## src/logic/uab_regs.svh

```systemverilog
// Register offsets, reset values and timing counts of the serial transceiver core.
// Assumes it is included by bare name from the design files; holds definitions only.
`ifndef UAB_REGS_SVH
`define UAB_REGS_SVH

`define UAB_OFF_DATA    3'h0
`define UAB_OFF_IEN     3'h1
`define UAB_OFF_IID     3'h2
`define UAB_OFF_LCTL    3'h3
`define UAB_OFF_MCTL    3'h4
`define UAB_OFF_LSTAT   3'h5
`define UAB_OFF_MSTAT   3'h6
`define UAB_OFF_SCRATCH 3'h7

`define UAB_RST_IEN     4'h0
`define UAB_RST_LCTL    8'h00
`define UAB_RST_MCTL    5'h00
`define UAB_RST_FCTL    8'h00
`define UAB_RST_DIV     16'h0001
`define UAB_FCTL_KEEP   8'h09

`define UAB_IID_NONE    4'h1
`define UAB_IID_LINE    4'h6
`define UAB_IID_RXD     4'h4
`define UAB_IID_THR     4'h2
`define UAB_IID_MODEM   4'h0

`define UAB_TX_GAP      4'h8
`define UAB_PH_LAST     4'hF
`define UAB_RX_MID      4'h7

`endif

```

## src/logic/uab_pkg.sv

```systemverilog
// Types shared by the serial transceiver core.
// Assumes nothing of its surroundings.
package uab_pkg;
    typedef enum logic [2:0] {TX_IDLE, TX_WAIT, TX_START, TX_DATA, TX_PAR, TX_STOP} uab_tx_t;
    typedef enum logic [2:0] {RX_IDLE, RX_START, RX_DATA, RX_PAR, RX_STOP} uab_rx_t;
endpackage : uab_pkg

```

## src/logic/uab_core.sv

```systemverilog
// Serial transceiver core: pin-level register bus, baud divider, transmit FIFO, transmitter,
// receiver, modem lines and interrupt identification.
// Assumes all pins except rst_n_i are asynchronous to core_clk_i and strobes last at least three clocks.
`timescale 1ns/1ps
`default_nettype none
`include "uab_regs.svh"

// Transmit FIFO; depth must be a power of two so the pointers wrap on their own.
module uab_fifo #(
    parameter int W = 8,
    parameter int D = 8
) (
    input  wire logic         clk_i,
    input  wire logic         rst_n_i,
    input  wire logic         clr_i,
    input  wire logic         in_valid_i,
    input  wire logic [W-1:0] in_data_i,
    output logic              in_ready_o,
    output logic              out_valid_o,
    output logic [W-1:0]      out_data_o,
    input  wire logic         out_ready_i
);
    localparam int AW = $clog2(D);
    logic [W-1:0]  mem_q [D];
    logic [AW-1:0] wp_q, wp_d, rp_q, rp_d;
    logic [AW:0]   cnt_q, cnt_d;
    logic          push, pop;

    // Full and empty come straight from the count so they never lie.
    assign in_ready_o  = cnt_q != (AW+1)'(D);
    assign out_valid_o = cnt_q != '0;
    assign out_data_o  = mem_q[rp_q];
    assign push        = in_valid_i & in_ready_o;
    assign pop         = out_valid_o & out_ready_i;

    // Pointer and count update; a clear wins over a simultaneous push or pop.
    always_comb begin
        wp_d  = clr_i ? '0 : wp_q + AW'(push);
        rp_d  = clr_i ? '0 : rp_q + AW'(pop);
        cnt_d = clr_i ? '0 : cnt_q + (AW+1)'(push) - (AW+1)'(pop);
    end

    // Storage and pointers.
    always_ff @(posedge clk_i) begin
        if (!rst_n_i) begin
            wp_q  <= '0;
            rp_q  <= '0;
            cnt_q <= '0;
        end else begin
            wp_q  <= wp_d;
            rp_q  <= rp_d;
            cnt_q <= cnt_d;
        end
        if (push && !clr_i) begin
            mem_q[wp_q] <= in_data_i;
        end
    end
endmodule : uab_fifo

module uab_core #(
    parameter int TX_DEPTH = 8
) (
    input  wire logic       core_clk_i,
    input  wire logic       rst_n_i,
    input  wire logic       chip_select_n_i,
    input  wire logic [2:0] addr_i,
    input  wire logic [7:0] data_i,
    output logic      [7:0] data_o,
    output logic            data_oe_o,
    input  wire logic       read_strobe_n_i,
    input  wire logic       write_strobe_n_i,
    output logic            bus_driver_disable_n_o,
    input  wire logic       rxd_i,
    output logic            txd_o,
    input  wire logic       cts_n_i,
    input  wire logic       dsr_n_i,
    input  wire logic       ri_n_i,
    input  wire logic       cd_n_i,
    output logic            rts_n_o,
    output logic            dtr_n_o,
    output logic            user_output_one_n_o,
    output logic            user_output_two_n_o,
    output logic            int_o,
    output logic            recv_dma_ready_n_o,
    output logic            xmit_dma_ready_n_o
);
    import uab_pkg::*;

    // Parity bit for a word of the current length; forced parity overrides the data.
    function automatic logic parity_bit(input logic [7:0] d, input logic [7:0] lc);
        return lc[5] ? ~lc[4] : (^(d & (8'hFF >> (2'd3 - lc[1:0])))) ^ ~lc[4];
    endfunction : parity_bit

    logic [18:0] s1_q, s2_q, s3_q;
    logic        cs2, rd2, wr2, rx2, cs3, rd3, wr3;
    logic [2:0]  a2, a3;
    logic [7:0]  d3;
    logic [3:0]  mod2;
    logic [3:0]  ier_q, ier_d, msd_q, msd_d, msp_q, msp_d, ph_q, ph_d, tcnt_q, tcnt_d, rcnt_q, rcnt_d;
    logic [7:0]  lcr_q, lcr_d, fcr_q, fcr_d, scr_q, scr_d, rhr_q, rhr_d, dout_q, dout_d;
    logic [7:0]  tsh_q, tsh_d, rsh_q, rsh_d, rxw, isr_w, lsr_w, msr_w, fdata;
    logic [4:0]  mcr_q, mcr_d;
    logic [15:0] div_q, div_d, bcnt_q, bcnt_d;
    logic [2:0]  tbit_q, tbit_d, rbit_q, rbit_d, last_bit;
    logic        dr_q, dr_d, oe_q, oe_d, pe_q, pe_d, fe_q, fe_d, bi_q, bi_d, thri_q, thri_d;
    logic        te_q, te_d, mval_q, mval_d, rdy_q, rdy_d, tpar_q, tpar_d, rpar_q, rpar_d;
    logic        txd_q, txd_d, tick, loop, rxs, rd_ev, wr_ev, dlab, m1, rx_done;
    logic        fpush, fclr, fready, fvalid, fpop, thr_wr;
    logic [3:0]  mcur, iid;
    uab_tx_t     tst_q, tst_d;
    uab_rx_t     rst_q, rst_d;

    // Every pin except rst_n_i passes two flops; a third stage serves the strobe edge detectors and the write chip select, address and data.
    // The modem inputs keep sampling through reset, so the change detector does not
    // mistake an already active modem line for a fresh change right after release.
    always_ff @(posedge core_clk_i) begin
        if (!rst_n_i) begin
            s1_q[18:4] <= 15'h7FFF;
            s2_q[18:4] <= 15'h7FFF;
            s3_q       <= 19'h7FFFF;
        end else begin
            s1_q[18:4] <= {chip_select_n_i, read_strobe_n_i, write_strobe_n_i, addr_i, data_i, rxd_i};
            s2_q[18:4] <= s1_q[18:4];
            s3_q       <= s2_q;
        end
        s1_q[3:0] <= {cd_n_i, ri_n_i, dsr_n_i, cts_n_i};
        s2_q[3:0] <= s1_q[3:0];
    end
    assign {cs2, rd2, wr2, a2} = s2_q[18:13];
    assign {rx2, mod2}         = s2_q[4:0];
    assign {cs3, rd3, wr3, a3, d3}            = s3_q[18:5];

    // Reads act on the leading strobe edge; writes on the trailing edge, using the last
    // sample taken while the strobe was low, since data setup is only guaranteed there.
    assign rd_ev = ~cs2 & ~rd2 & rd3;
    assign wr_ev = ~cs3 & wr2 & ~wr3;
    assign dlab  = lcr_q[7];
    assign loop  = mcr_q[4];
    assign m1    = fcr_q[0] & fcr_q[3];
    assign tick  = bcnt_q == 16'h0001;
    assign rxs   = loop ? txd_q : rx2;
    assign mcur  = loop ? {mcr_q[3], mcr_q[2], mcr_q[0], mcr_q[1]} : ~mod2;
    assign thr_wr = wr_ev && a3 == `UAB_OFF_DATA && !dlab;
    assign fpush = thr_wr & (fcr_q[0] | ~fvalid);
    assign fclr  = wr_ev && a3 == `UAB_OFF_IID && d3[2];
    assign fpop  = tst_q == TX_IDLE;
    assign last_bit = 3'd4 + {1'b0, lcr_q[1:0]};
    assign rxw   = rsh_q >> (2'd3 - lcr_q[1:0]);

    uab_fifo #(.W(8), .D(TX_DEPTH)) u_txq (
        .clk_i       (core_clk_i),
        .rst_n_i     (rst_n_i),
        .clr_i       (fclr),
        .in_valid_i  (fpush),
        .in_data_i   (d3),
        .in_ready_o  (fready),
        .out_valid_o (fvalid),
        .out_data_o  (fdata),
        .out_ready_i (fpop)
    );

    // Interrupt identification in fixed priority: line, receive, transmit, modem.
    always_comb begin
        if (ier_q[2] && (oe_q || pe_q || fe_q || bi_q)) iid = `UAB_IID_LINE;
        else if (ier_q[0] && dr_q)                       iid = `UAB_IID_RXD;
        else if (ier_q[1] && thri_q)                     iid = `UAB_IID_THR;
        else if (ier_q[3] && msd_q != 4'h0)              iid = `UAB_IID_MODEM;
        else                                             iid = `UAB_IID_NONE;
    end
    assign isr_w = {fcr_q[0], fcr_q[0], 2'b00, iid};
    assign lsr_w = {fcr_q[0] & (pe_q | fe_q | bi_q), ~fvalid & (tst_q == TX_IDLE), ~fvalid,
                    bi_q, fe_q, pe_q, oe_q, dr_q};
    assign msr_w = {mcur, msd_q};

    // Next state of everything; bus clears come first so hardware events set last and win.
    always_comb begin
        {ier_d, lcr_d, mcr_d, fcr_d, scr_d, div_d, dout_d} = {ier_q, lcr_q, mcr_q, fcr_q, scr_q, div_q, dout_q};
        {rhr_d, dr_d, oe_d, pe_d, fe_d, bi_d, thri_d} = {rhr_q, dr_q, oe_q, pe_q, fe_q, bi_q, thri_q};
        {tst_d, tsh_d, tpar_d, tbit_d, tcnt_d} = {tst_q, tsh_q, tpar_q, tbit_q, tcnt_q};
        {rst_d, rsh_d, rpar_d, rbit_d, rcnt_d} = {rst_q, rsh_q, rpar_q, rbit_q, rcnt_q};
        msd_d   = msd_q;
        msp_d   = mcur;
        mval_d  = 1'b1;
        rdy_d   = 1'b1;
        te_d    = ~fvalid;
        rx_done = 1'b0;
        // The divider reloads on its terminal count, giving one tick per divisor clocks.
        bcnt_d  = tick ? div_q : bcnt_q - 16'h0001;
        ph_d    = tick ? ph_q + 4'h1 : ph_q;
        if (rd_ev) begin
            if (a2 == `UAB_OFF_DATA) begin
                dout_d = dlab ? div_q[7:0] : rhr_q;
                dr_d   = dr_q & dlab;
            end else if (a2 == `UAB_OFF_IEN) begin
                dout_d = dlab ? div_q[15:8] : {4'h0, ier_q};
            end else if (a2 == `UAB_OFF_IID) begin
                dout_d = isr_w;
                if (iid == `UAB_IID_THR) thri_d = 1'b0;
            end else if (a2 == `UAB_OFF_LCTL) begin
                dout_d = lcr_q;
            end else if (a2 == `UAB_OFF_MCTL) begin
                dout_d = {3'b000, mcr_q};
            end else if (a2 == `UAB_OFF_LSTAT) begin
                dout_d = lsr_w;
                {oe_d, pe_d, fe_d, bi_d} = 4'h0;
            end else if (a2 == `UAB_OFF_MSTAT) begin
                dout_d = msr_w;
                msd_d  = 4'h0;
            end else begin
                dout_d = scr_q;
            end
        end
        if (wr_ev) begin
            if (a3 == `UAB_OFF_DATA) begin
                if (dlab) div_d[7:0] = d3;
                else thri_d = 1'b0;
            end else if (a3 == `UAB_OFF_IEN) begin
                if (dlab) div_d[15:8] = d3;
                else ier_d = d3[3:0];
                if (!dlab && d3[1] && !ier_q[1] && !fvalid) thri_d = 1'b1;
            end else if (a3 == `UAB_OFF_IID) begin
                fcr_d = d3 & `UAB_FCTL_KEEP;
                if (d3[1]) dr_d = 1'b0;
            end else if (a3 == `UAB_OFF_LCTL) begin
                lcr_d = d3;
            end else if (a3 == `UAB_OFF_MCTL) begin
                mcr_d = d3[4:0];
            end else if (a3 == `UAB_OFF_SCRATCH) begin
                scr_d = d3;
            end
        end
        // Transmitter: a loaded word waits 8 ticks, then starts on the next bit-phase boundary.
        if (tst_q == TX_IDLE) begin
            if (fvalid) begin
                tsh_d  = fdata;
                tpar_d = parity_bit(fdata, lcr_q);
                tcnt_d = 4'h0;
                tst_d  = TX_WAIT;
            end
        end else if (tick) begin
            tcnt_d = tcnt_q + 4'h1;
            if (tst_q == TX_WAIT) begin
                if (tcnt_q == `UAB_TX_GAP) begin
                    tcnt_d = tcnt_q;
                    if (ph_q == `UAB_PH_LAST) begin
                        tst_d  = TX_START;
                        tcnt_d = 4'h0;
                    end
                end
            end else if (tcnt_q == `UAB_PH_LAST) begin
                if (tst_q == TX_START) begin
                    tst_d  = TX_DATA;
                    tbit_d = 3'd0;
                end else if (tst_q == TX_DATA) begin
                    tsh_d  = {1'b0, tsh_q[7:1]};
                    tbit_d = tbit_q + 3'd1;
                    if (tbit_q == last_bit) begin
                        tst_d  = lcr_q[3] ? TX_PAR : TX_STOP;
                        tbit_d = 3'd0;
                    end
                end else if (tst_q == TX_PAR) begin
                    tst_d = TX_STOP;
                end else if (lcr_q[2] && tbit_q == 3'd0) begin
                    tbit_d = 3'd1;
                end else begin
                    tst_d = TX_IDLE;
                end
            end
        end
        case (tst_d)
            TX_START: txd_d = 1'b0;
            TX_DATA:  txd_d = tsh_d[0];
            TX_PAR:   txd_d = tpar_q;
            default:  txd_d = 1'b1;
        endcase
        txd_d = txd_d & ~lcr_d[6];
        // Receiver: the start edge is confirmed at mid-bit, later bits are sampled 16 ticks apart.
        if (tick) begin
            rcnt_d = rcnt_q + 4'h1;
            case (rst_q)
                RX_IDLE: begin
                    if (!rxs) begin
                        rst_d  = RX_START;
                        rcnt_d = 4'h0;
                    end
                end
                RX_START: begin
                    if (rcnt_q == `UAB_RX_MID) begin
                        rst_d  = rxs ? RX_IDLE : RX_DATA;
                        rcnt_d = 4'h0;
                        rbit_d = 3'd0;
                    end
                end
                RX_DATA: begin
                    if (rcnt_q == `UAB_PH_LAST) begin
                        rsh_d  = {rxs, rsh_q[7:1]};
                        rbit_d = rbit_q + 3'd1;
                        if (rbit_q == last_bit) rst_d = lcr_q[3] ? RX_PAR : RX_STOP;
                    end
                end
                RX_PAR: begin
                    if (rcnt_q == `UAB_PH_LAST) begin
                        rpar_d = rxs;
                        rst_d  = RX_STOP;
                    end
                end
                default: begin
                    if (rcnt_q == `UAB_PH_LAST) begin
                        rx_done = 1'b1;
                        rst_d   = RX_IDLE;
                    end
                end
            endcase
        end
        // Event sets come last so an event in a clearing cycle is kept.
        if (rx_done) begin
            rhr_d = rxw;
            dr_d  = 1'b1;
            oe_d  = oe_d | dr_q;
            fe_d  = fe_d | ~rxs;
            pe_d  = pe_d | (lcr_q[3] & (rpar_q != parity_bit(rxw, lcr_q)));
            bi_d  = bi_d | (rxw == 8'h00 && !rxs && !(lcr_q[3] && rpar_q));
        end
        if (!fvalid && !te_q) thri_d = 1'b1;
        if (mval_q) begin
            msd_d = msd_d | {mcur[3] ^ msp_q[3], msp_q[2] & ~mcur[2], mcur[1:0] ^ msp_q[1:0]};
        end
    end

    // State registers; reset leaves the documented register images.
    always_ff @(posedge core_clk_i) begin
        if (!rst_n_i) begin
            ier_q  <= `UAB_RST_IEN;
            lcr_q  <= `UAB_RST_LCTL;
            mcr_q  <= `UAB_RST_MCTL;
            fcr_q  <= `UAB_RST_FCTL;
            {oe_q, pe_q, fe_q, bi_q, dr_q, thri_q} <= 6'h00;
            msd_q  <= 4'h0;
            mval_q <= 1'b0;
            rdy_q  <= 1'b0;
            txd_q  <= 1'b1;
            te_q   <= 1'b1;
            div_q  <= `UAB_RST_DIV;
            bcnt_q <= `UAB_RST_DIV;
            {scr_q, rhr_q, dout_q, tsh_q, rsh_q} <= 40'h0;
            {ph_q, tcnt_q, rcnt_q, tbit_q, rbit_q, tpar_q, rpar_q} <= 20'h0;
            tst_q  <= TX_IDLE;
            rst_q  <= RX_IDLE;
            msp_q  <= 4'h0;
        end else begin
            {ier_q, lcr_q, mcr_q, fcr_q, scr_q, div_q, dout_q} <= {ier_d, lcr_d, mcr_d, fcr_d, scr_d, div_d, dout_d};
            {rhr_q, dr_q, oe_q, pe_q, fe_q, bi_q, thri_q} <= {rhr_d, dr_d, oe_d, pe_d, fe_d, bi_d, thri_d};
            {tst_q, tsh_q, tpar_q, tbit_q, tcnt_q, txd_q} <= {tst_d, tsh_d, tpar_d, tbit_d, tcnt_d, txd_d};
            {rst_q, rsh_q, rpar_q, rbit_q, rcnt_q} <= {rst_d, rsh_d, rpar_d, rbit_d, rcnt_d};
            {msd_q, msp_q, mval_q, rdy_q, te_q, bcnt_q, ph_q} <= {msd_d, msp_d, mval_d, rdy_d, te_d, bcnt_d, ph_d};
        end
    end

    // Pin outputs; loopback parks the modem outputs and the line at their idle level.
    assign data_o                 = dout_q;
    assign data_oe_o              = ~cs2 & ~rd2;
    assign bus_driver_disable_n_o = ~data_oe_o;
    assign txd_o                  = loop | txd_q;
    assign dtr_n_o                = ~(mcr_q[0] & ~loop);
    assign rts_n_o                = ~(mcr_q[1] & ~loop);
    assign user_output_one_n_o    = ~(mcr_q[2] & ~loop);
    assign user_output_two_n_o    = ~(mcr_q[3] & ~loop);
    assign int_o                  = ~isr_w[0];
    assign recv_dma_ready_n_o     = rdy_q & ~dr_q;
    // Mode 1 holds transmit ready active until the FIFO is full; mode 0 until a word waits.
    assign xmit_dma_ready_n_o     = rdy_q & (m1 ? ~fready : fvalid);

    // Helper: ticks spent between leaving idle and the start bit.
    logic [4:0] gap_q;
    always_ff @(posedge core_clk_i) begin
        gap_q <= (tst_q == TX_WAIT) ? gap_q + 5'(tick) : 5'd0;
    end
endmodule : uab_core
`default_nettype wire

```

## config.mk

```make
export PLATFORM = sky130hd
export DESIGN_NAME = uab_core
export DESIGN_NICKNAME = d
export VERILOG_FILES = /design/src/logic/uab_pkg.sv /design/src/logic/uab_core.sv
export VERILOG_INCLUDE_DIRS = /design/src /design/src/logic
export SDC_FILE = /design/constraint.sdc
export NUM_CORES = 1
export LEC_CHECK = 0
export BUFFER_PORTS_ARGS = -buffer_cell sky130_fd_sc_hd__buf_4
export CAP_MARGIN = 40
export CORE_AREA = 2 2 155 157
export DETAILED_ROUTE_END_ITERATION = 12
export DIE_AREA = 0 0 157 159
export PLACE_DENSITY_LB_ADDON = 0.3
export SYNTH_ARGS = -nofsm -noshare
export SYNTH_HDL_FRONTEND = slang
export SYNTH_SLANG_ARGS = --single-unit
```

## constraint.sdc

```tcl
create_clock -name core_clk_i -period 3.7 [get_ports core_clk_i]
set_input_delay 0.74 -clock core_clk_i [delete_from_list [all_inputs] [get_ports core_clk_i]]
set_output_delay 0.74 -clock core_clk_i [all_outputs]
set_load 0.005 [all_outputs]
```

After elaboration in Yosys (flattened, before gate mapping)
Memory sizes are Yosys's and may differ from the RTL's. A register that Yosys moved wholly into a read port is not among the register bits.
Index checks and enable logic that the tools add are counted.
W data, S select, Z words.
- $add $sub $neg: 12
- equality and inequality tests: 42
- shift operators: 2
- muxes and demuxes: 138
- bitwise logic cells: 63
- reduce and logical (&&, ||, !) cells: 60
- operator list (operator ; number):
    $mux W8 ; 16
    $mux W3 ; 29
    $mux W4 ; 18
    $mux W1 ; 63
    $mux W7 ; 5
    $eq A3 B2 Y1 const B ; 10
    $not A1 Y1 ; 27
    $eq A3 B3 Y1 const B ; 7
    $and A1 B1 Y1 ; 20
    $reduce_and A6 Y1 ; 3
    $logic_and A1 B1 Y1 ; 17
    $and A8 B8 Y8 ; 2
    $eq A16 B1 Y1 const B ; 1
    $eq A4 B4 Y1 const B ; 4
    $mux W16 ; 1
    $reduce_and A4 Y1 ; 4
    $reduce_xor A8 Y1 ; 2
    $sub A16 B1 Y16 const B ; 1
    $logic_not A3 Y1 ; 5
    $reduce_and A7 Y1 ; 2
    $add A4 B1 Y4 const B ; 3
    $eq A3 B1 Y1 const B ; 4
    $ne A2 B2 Y1 const B ; 6
    $pmux W3 S4 ; 1
    other kinds (36) ; 66
- register bits: 201
- bits in writable memories: 64
- bits of input ports: 21
- output and inout port bits: 18
- logic and storage cells: 360
- memories: 1
- memories (name ; depth ; bits a word ; rd ports ; clocked after memory_dff ; wr ports ; line ; text):
    u_txq.mem_q ; 8 ; 8 ; 1 ; 1 ; 1 ; uab_core.sv:24 ; logic [W-1:0] mem_q [D];

Longest topological paths before layout
Gate-level depths: netlist of run 1.
- depth after elaboration: 17
- mapped depth: 13
- depth with buffers taken out: 12

Cells and area by module
Synthesis of run 1 repeated with hierarchy kept, for this count alone.
- cell total of the unflattened synthesis: 1102
- area total of the unflattened synthesis: 11446.0 µm²
- by module, submodules not included (module ; times used ; cells each ; area each (µm²)):
    uab_core ; 1 ; 943 ; 8389.3
    uab_fifo ; 1 ; 159 ; 3056.7

Worst setup path after synthesis of run 1
No wires, ideal clock.
- path kind: reg-to-reg
- from: register lcr_q[1]
- to: register pe_q
- arrival: 2.665 ns
- slack: 0.903 ns
- stages on the path, launching flop included: 12
- path through: dfxtp_1 > clkbuf_1 > clkbuf_1 > mux2_2 > o21ai_0 > ha_1 > xor2_1 > xnor2_1 > and3_1 > o31a_1 > o211ai_1 > a21oi_1
- word-level cells in the longest chain between the ends: 10
- RTL lines (element ; line ; text):
    start: declaration ; uab_core.sv:100 ; logic [7:0] lcr_q, lcr_d, fcr_q, fcr_d, scr_q, scr_d, rhr_q, rhr_d, dout_q, dout_d;
    start signal: assignment ; uab_core.sv:334 ; lcr_q <= `UAB_RST_LCTL;
    start signal: assignment ; uab_core.sv:351 ; {ier_q, lcr_q, mcr_q, fcr_q, scr_q, div_q, dout_q} <= {ier_d, lcr_d, mcr_d, fcr_d, scr_d, div_d, dout_d};
    $sub A2 B2 Y2 (*) ; uab_core.sv:91, uab_core.sv:148 ;
    $shr A8 B2 Y8 (on tied branches) ; uab_core.sv:148, uab_core.sv:91 ;
    $and A8 B8 Y8 (*) ; uab_core.sv:91 ; return lc[5] ? ~lc[4] : (^(d & (8'hFF >> (2'd3 - lc[1:0])))) ^ ~lc[4];
    $reduce_xor A8 Y1 (*) ; uab_core.sv:91 ;
    $xor A1 B1 Y1 (*) ; uab_core.sv:91 ;
    $mux W1 (*) ; uab_core.sv:91 ;
    $ne A1 B1 Y1 (*) ; uab_core.sv:321 ; pe_d = pe_d | (lcr_q[3] & (rpar_q != parity_bit(rxw, lcr_q)));
    $and A1 B1 Y1 (*) ; uab_core.sv:321 ;
    $or A1 B1 Y1 (*) ; uab_core.sv:321 ;
    $mux W1 (*) ; uab_core.sv:316 ; if (rx_done) begin
    end signal: assignment ; uab_core.sv:352 ; {rhr_q, dr_q, oe_q, pe_q, fe_q, bi_q, thri_q} <= {rhr_d, dr_d, oe_d, pe_d, fe_d, bi_d, thri_d};
    end: declaration ; uab_core.sv:105 ; logic dr_q, dr_d, oe_q, oe_d, pe_q, pe_d, fe_q, fe_d, bi_q, bi_d, thri_q, thri_d;
Every way passes the cells marked *; elsewhere a longest branch is shown, timed or not.
A chain may end at the register's enable or synchronous reset.

==> results.yml, run 1 <==
run_status:
  status: "completed"
yosys:
  avgSynthCellArea_um2: 10.2
  yosysTopAreaCell: "dfxtp_1"
  synthCells: 1115
  synth.mux.area_fraction_pct: 12.2
  yosys.area_share.simple_pct: 18.1
  synthMostInstantiatedCell: "dfxtp_1"
  synth_seq_cells: 260
  synthArstFlopShare_pct: 0
  syn_nets: 1158
  yosys-top-cells-area: "dfxtp_1, edfxtp_1, mux2i_1"
  ys_seq_area_share_pct: 51.3
  synth-compound-area-share_pct: 9.66
  synth_top_family_by_area: "simple AND/OR/NAND/NOR gates"
  synth_xor_area_share_pct: 3.03
  syn_area_mm2: 0.0114
  synth_top_cells_by_count: "dfxtp_1, nor2_1, nand2_1"
  synth_ff_type: "dfxtp_1"
  ys_types: 70
  yosys.area.top_type_share_pct: 34.4
  synth_edf_count: 64
  ys_warn_count: 0
  synthAdderAreaFrac_pct: 2.48
pwr:
  p_per_area_mw_per_mm2: 586
  power.share.clock_pct: 36.8
  ir_drop_uv: 374
  p_int_mw: 5.45
  p_total_mw: 7.56
  seqPwrFrac_pct: 43.3
  netSwitchingPower_mw: 2.11
  p_leak_nw: 4.77
  p_comb_share_pct: 20.0
  swShare_pct: 27.9
placed_design:
  dp.cells: 1429
  dpl.hpwl_um: 17600
  placed_area_mm2: 0.0120
  portBuffers: 38
  finalWeightedCongestion: 0.893
  pre_cts_ws_ns: 0.721
cts:
  numCtsBuffers: 27
  path_clk_slew_ns: 0.06
  post_cts_buffers: 0
  cts_tree: "yes"
  ctsHoldBuffers: 0
  cts_buffer_depth: 3
  clk_latency_ns: 0.53
  post_cts_resized: 0
  cts.sinks: 260
  htree_levels: 1
  clock_tree.root_cell: "clkbuf_16"
setup_path:
  reg2reg_from: "u_txq.rp_q[1]"
  reg2reg_to: "tpar_q"
  r2r_slack_ns: 0.69
  cp-start-kind: "flop"
  startpoint: "u_txq.rp_q[1]"
  critPathArrivalTime_ns: 3.38
  worstPathMaxFanout: 11
  worstPathRequired_ns: 4.08
  crit_slowest_cell: "dfxtp_1"
  worstRegToRegCells: 8
  crit_path_cell_trace: "buf_4 > mux2_1 > mux4_2 > and2_0 > o21a_1 > or4_4 > o211ai_2 > o311ai_1"
  critical_path_class: "reg -> reg"
  worstSetupEndpoint: "tpar_q"
  cp-end-kind: "flop"
  critPathMaxStageDelay_ns: 0.60
detailed_routing:
  drc_errors: 0
  wl_per_cell_um: 17.4
  totalWireLength_um: 25700
  drtIter0Drc: 831
  viasPerCell: 5.54
  antenna_left: 0
  num_vias: 8189
  firstDrtPassIters: 6
floorplanning:
  core.rowCount: 56
  die_w_um: 157
  ios: 39
  start_util_pct: 49.2
  dieHeight_um: 159
  coreArea_mm2: 0.0232
  dieArea_mm2: 0.0250
sta:
  finalCritPeriodShare_pct: 81.2
  worst_slew_pin_slew_ns: 0.857
  fin_ws_ns: 0.694
  slew_headroom_pct: 42.4
  holdWs_ns: 0.310
  max_freq_mhz: 333
  maxSlewViolCount: 0
  hold_violations: 0
  fin_crit_ns: 3.01
  fin_skew_ns: 0.0236
  rsz0062_at_grt: "false"
  tns_ns: 0
  setup_viol: 0
global_routing:
  grt_overflow: 0
  top_usage_layer: "met2"
  grt_max_degree: 63
  met2_usage_pct: 33.7
  use_met1_pct: 29.1
  gr-usage-met3_pct: 2.89
  grt_pass1_wl_um: 41400
  grt_pass1_vias: 7799
  grtUsageTotal_pct: 20.7
  antenna_found_initial: 0
layout:
  antenna_cells: 0
  area_growth_pct: 13.1
  post-route-util_pct: 55.6
  multi_input_area_mm2: 0.00518
  post-route-cell-area_mm2: 0.0129
  finalNonFillerCells: 1478
  seq_area_mm2: 0.00585
  drive_above_1_share_pct: 13.0
  nets: 1182
  nFillCells: 1962
run:
  max-cap-violations: 0
min_path:
  hp-class: "in -> reg"
[kinds of logic (layout without fill, tap and decap cells)]
| group | Yosys count | after routing |
|---|---|---|
| AND/OR/NAND/NOR | 419 | 419 |
| XOR/XNOR | 37 | 37 |
| multiplexers | 116 | 116 |
| flip-flops | 260 | 260 |
| AO/OA/AOI/OAI | 168 | 168 |
| adder cells (fa/ha/maj) | 22 | 22 |
| buffers and inverters | 93 | 137 |
[how the worst min path moves through the flow]
stage	cells past startpoint	startpoint	to	slack, ns
2_1_floorplan	0	s1_q[0]	s2_q[0]	0.31
3_3_place_gp	0	s1_q[2]	s2_q[2]	0.31
3_5_place_dp	0	s1_q[2]	s2_q[2]	0.31
4_1_cts	1	cts_n_i	s1_q[0]	0.29
5_1_grt	1	cts_n_i	s1_q[0]	0.29
6_report	1	ri_n_i	s1_q[2]	0.31
[worst max-delay path: cells and delay by family (launching register included)]
| kind | cells | cell delay [ns] |
|---|---|---|
| AOI/OAI and AO/OA | 3 | 0.46 |
| buffers and inverters | 1 | 0.26 |
| DFF | 1 | 0.60 |
| muxes | 2 | 0.86 |
| and+or+nand+nor | 2 | 0.69 |
[state kept, by name (all words and copies together) (netlist names), 5 cells and up]
| name | flops |
|---|---|
| u_txq.mem_q | 64 |
| s1_q | 19 |
| s2_q | 19 |
| bcnt_q | 16 |
| div_q | 16 |
| s3_q | 14 |
| data_o | 8 |
| lcr_q | 8 |
| rhr_q | 8 |
| rsh_q | 8 |
| scr_q | 8 |
| tsh_q | 8 |
| mcr_q | 5 |
[final cells by class]
cell class / instances / area share, %
timing repair buffer: 59 / 3.43
multi-input combinational: 762 / 40.2
clock buffer: 31 / 5.59
clock inverter: 18 / 1.55
sequential: 260 / 45.3
inverter: 29 / 0.853
tap: 319 / 3.09
[routing by layer]
metal / vias up / share of wire [%]
met5: - / 0
met4: 0 / 2.1
met3: 40 / 5.3
met2: 254 / 46
met1: 3894 / 46
li1: 4001 / -
[power by group through the flow]
stage          clock, mW  combinational [mW]  sequential (mW)
2_1_floorplan          0                1.26             3.24
3_3_place_gp           0                1.46             3.32
3_5_place_dp           0                1.50             3.33
4_1_cts             2.82                1.51             3.27
5_1_grt             2.95                1.69             3.30
6_report            2.78                1.51             3.27
[cells in the final DEF, fill, tap and decap left out, drive strengths merged, types with 15 or more instances in the layout]
cell type and instances:
nor2b 17, nand3 19, nor3 22, mux4 15, inv 30, buf 59
nand2 96, mux2i 76, a21oi 56, a211oi 18, clkbuf 31, o21ai 26
nand2b 54, xnor2 21, mux2 25, and2 20, edfxtp 64, nor2 135
dfxtp 196, xor2 15, ha 21
No activity file was read; power rests on OpenSTA's default activity.
==> run 2: changes to the inputs <==
==> constraint.sdc (replaced) <==
create_clock -name core_clk_i -period 2.63 [get_ports core_clk_i]
set_input_delay 0.526 -clock core_clk_i [delete_from_list [all_inputs] [get_ports core_clk_i]]
set_output_delay 0.526 -clock core_clk_i [all_outputs]
set_load 0.005 [all_outputs]
==> run 2 against run 1 <==
Net effect: critical path depth grew 1; non-clock buffer count rose by 35; count of clock-buffer cells in the layout rose by 5; die area is the same; maximum frequency grew 16%; first-iteration DRC count fell by 30%; setup slack worse by 0.65 ns; critical path type unchanged; critical endpoint unchanged; largest cell class unchanged.
==> results.yml, run 2 (synthesis results as in run 1) <==
setup_path:
  startpoint: "u_txq.rp_q[1]"
  cp-start-kind: "flop"
  worstRegToRegCells: 9
  worstPathMaxFanout: 8
  reg2reg_from: "u_txq.rp_q[1]"
  cp-end-kind: "flop"
  critical_path_class: "reg -> reg"
  critPathArrivalTime_ns: 2.99
  worstPathRequired_ns: 3.03
pwr:
  p_total_mw: 10.6
  p_leak_nw: 4.97
  ir_drop_uv: 659
  p_per_area_mw_per_mm2: 807
placed_design:
  portBuffers: 38
  pre_cts_ws_ns: 0.000266
  finalWeightedCongestion: 0.877
  dpl.hpwl_um: 17700
  dp.cells: 1460
run:
  max-cap-violations: 0
min_path:
  hold_depth: 1
  hp-class: "in -> reg"
  min-delay-start: "cts_n_i"
floorplanning:
  dieArea_mm2: 0.0250
  die_w_um: 157
  coreArea_mm2: 0.0232
  ios: 39
  core.rowCount: 56
  dieHeight_um: 159
  start_util_pct: 49.2
detailed_routing:
  drtIter0Drc: 580
  num_vias: 8244
  totalWireLength_um: 25900
  viasPerCell: 5.45
  antenna_left: 0
  firstDrtPassIters: 5
  drc_errors: 0
  wl_per_cell_um: 17.1
run_status:
  status: "completed"
global_routing:
  grt_pass1_wl_um: 41800
  grtUsageTotal_pct: 20.8
  grt_overflow: 0
  grt_pass1_vias: 7886
  grt_max_degree: 63
  antenna_found_initial: 0
cts:
  path_clk_slew_ns: 0.06
  clock_tree.root_cell: "clkbuf_16"
  cts_buffer_depth: 3
  cts_tree: "yes"
  numCtsBuffers: 27
  ctsHoldBuffers: 0
  cts.sinks: 260
  clk_latency_ns: 0.53
  htree_levels: 1
sta:
  max_freq_mhz: 386
  hold_violations: 0
  slew_headroom_pct: 51.9
  finalCritPeriodShare_pct: 98.4
  fin_crit_ns: 2.59
  fin_skew_ns: 0.00740
  maxSlewViolCount: 0
  worst_slew_pin_slew_ns: 0.721
  fin_ws_ns: 0.0420
  setup_viol: 0
layout:
  nets: 1217
  largest_reg_flops: 64
  area_growth_pct: 15.5
  antenna_cells: 0
  regMostFlops: "u_txq.mem_q"
  final_common_cell: "dfxtp_1"
  reg_top3: "u_txq.mem_q x64, s1_q x19, s2_q x19"
  drive_above_1_share_pct: 16.2
  finalNonFillerCells: 1513
  layout_common_cells: "dfxtp_1, nor2_1, nand2_1, buf_4, mux2i_1"
==> run 2: changes by cell type in the layout (fill, tap and decap cells not counted), moves of 3 or more <==
| cell | delta |
|---|---|
| clkbuf_1 | +4 |
| buf_4 | +30 |
| clkinvlp_4 | -3 |
| bufinv_16 | -3 |
| clkinv_1 | -4 |
| buf_12 | +4 |
| clkinv_2 | +4 |
==> run 2: final timing paths <==
check / slack [ns] / endpoint
worst min register to register: 0.33 / s2_q[2]
worst max-delay path: 0.04 / tpar_q
worst max register to register: 0.04 / tpar_q
worst min-delay path: 0.10 / s1_q[0]
==> run 2: cell type report <==
type                    instances  area, µm²
clock inverters                13       97.6
inverters                      29        110
repair buffers                 94        759
well taps                     319        399
multi-input cells             762       5210
flip-flops and latches        260       5850
clock buffers                  36        743
fillers                      1958      10000
==> run 2: critical path, stage by stage, from the launching register on <==
cell and delay [ns]:
dfxtp_2 0.35, buf_12 0.14, buf_12 0.11, mux2_2 0.33
mux4_2 0.52, xor2_1 0.17, and2_1 0.18, or4_4 0.42
o211ai_2 0.14, o311ai_1 0.10
==> run 2: layer usage <==
layer	part of all wire, %	GRT usage (%)
met5	0	0
met2	47	33.1
met3	5.0	3.05
met1	46	29.5
met4	2.3	6.21
==> run 2: power breakdown <==
group / switching [mW] / leakage (nW) / internal (mW)
Sequential: 0.202 / 2.16 / 4.34
Clock: 1.52 / 0.429 / 2.08
Combinational: 1.29 / 2.38 / 1.20
==> run 2: repair_timing <==
item	CTS	global route
resized for setup	1	10
endpoints found under the setup margin	1	5
buffers inserted	0	4
==> run 2: per-stage QoR <==
stage	hold slack [ns]	utilization (%)	cell area [µm²]	setup TNS [ns]
finish	0.102	56.8	13200	0
CTS	0.0810	56.5	13100	0
global route	0.0796	56.8	13200	-0.00905
floorplan	0.310	-	11400	0
global placement	0.315	52.8	12300	0
detailed placement	0.315	52.8	12300	0
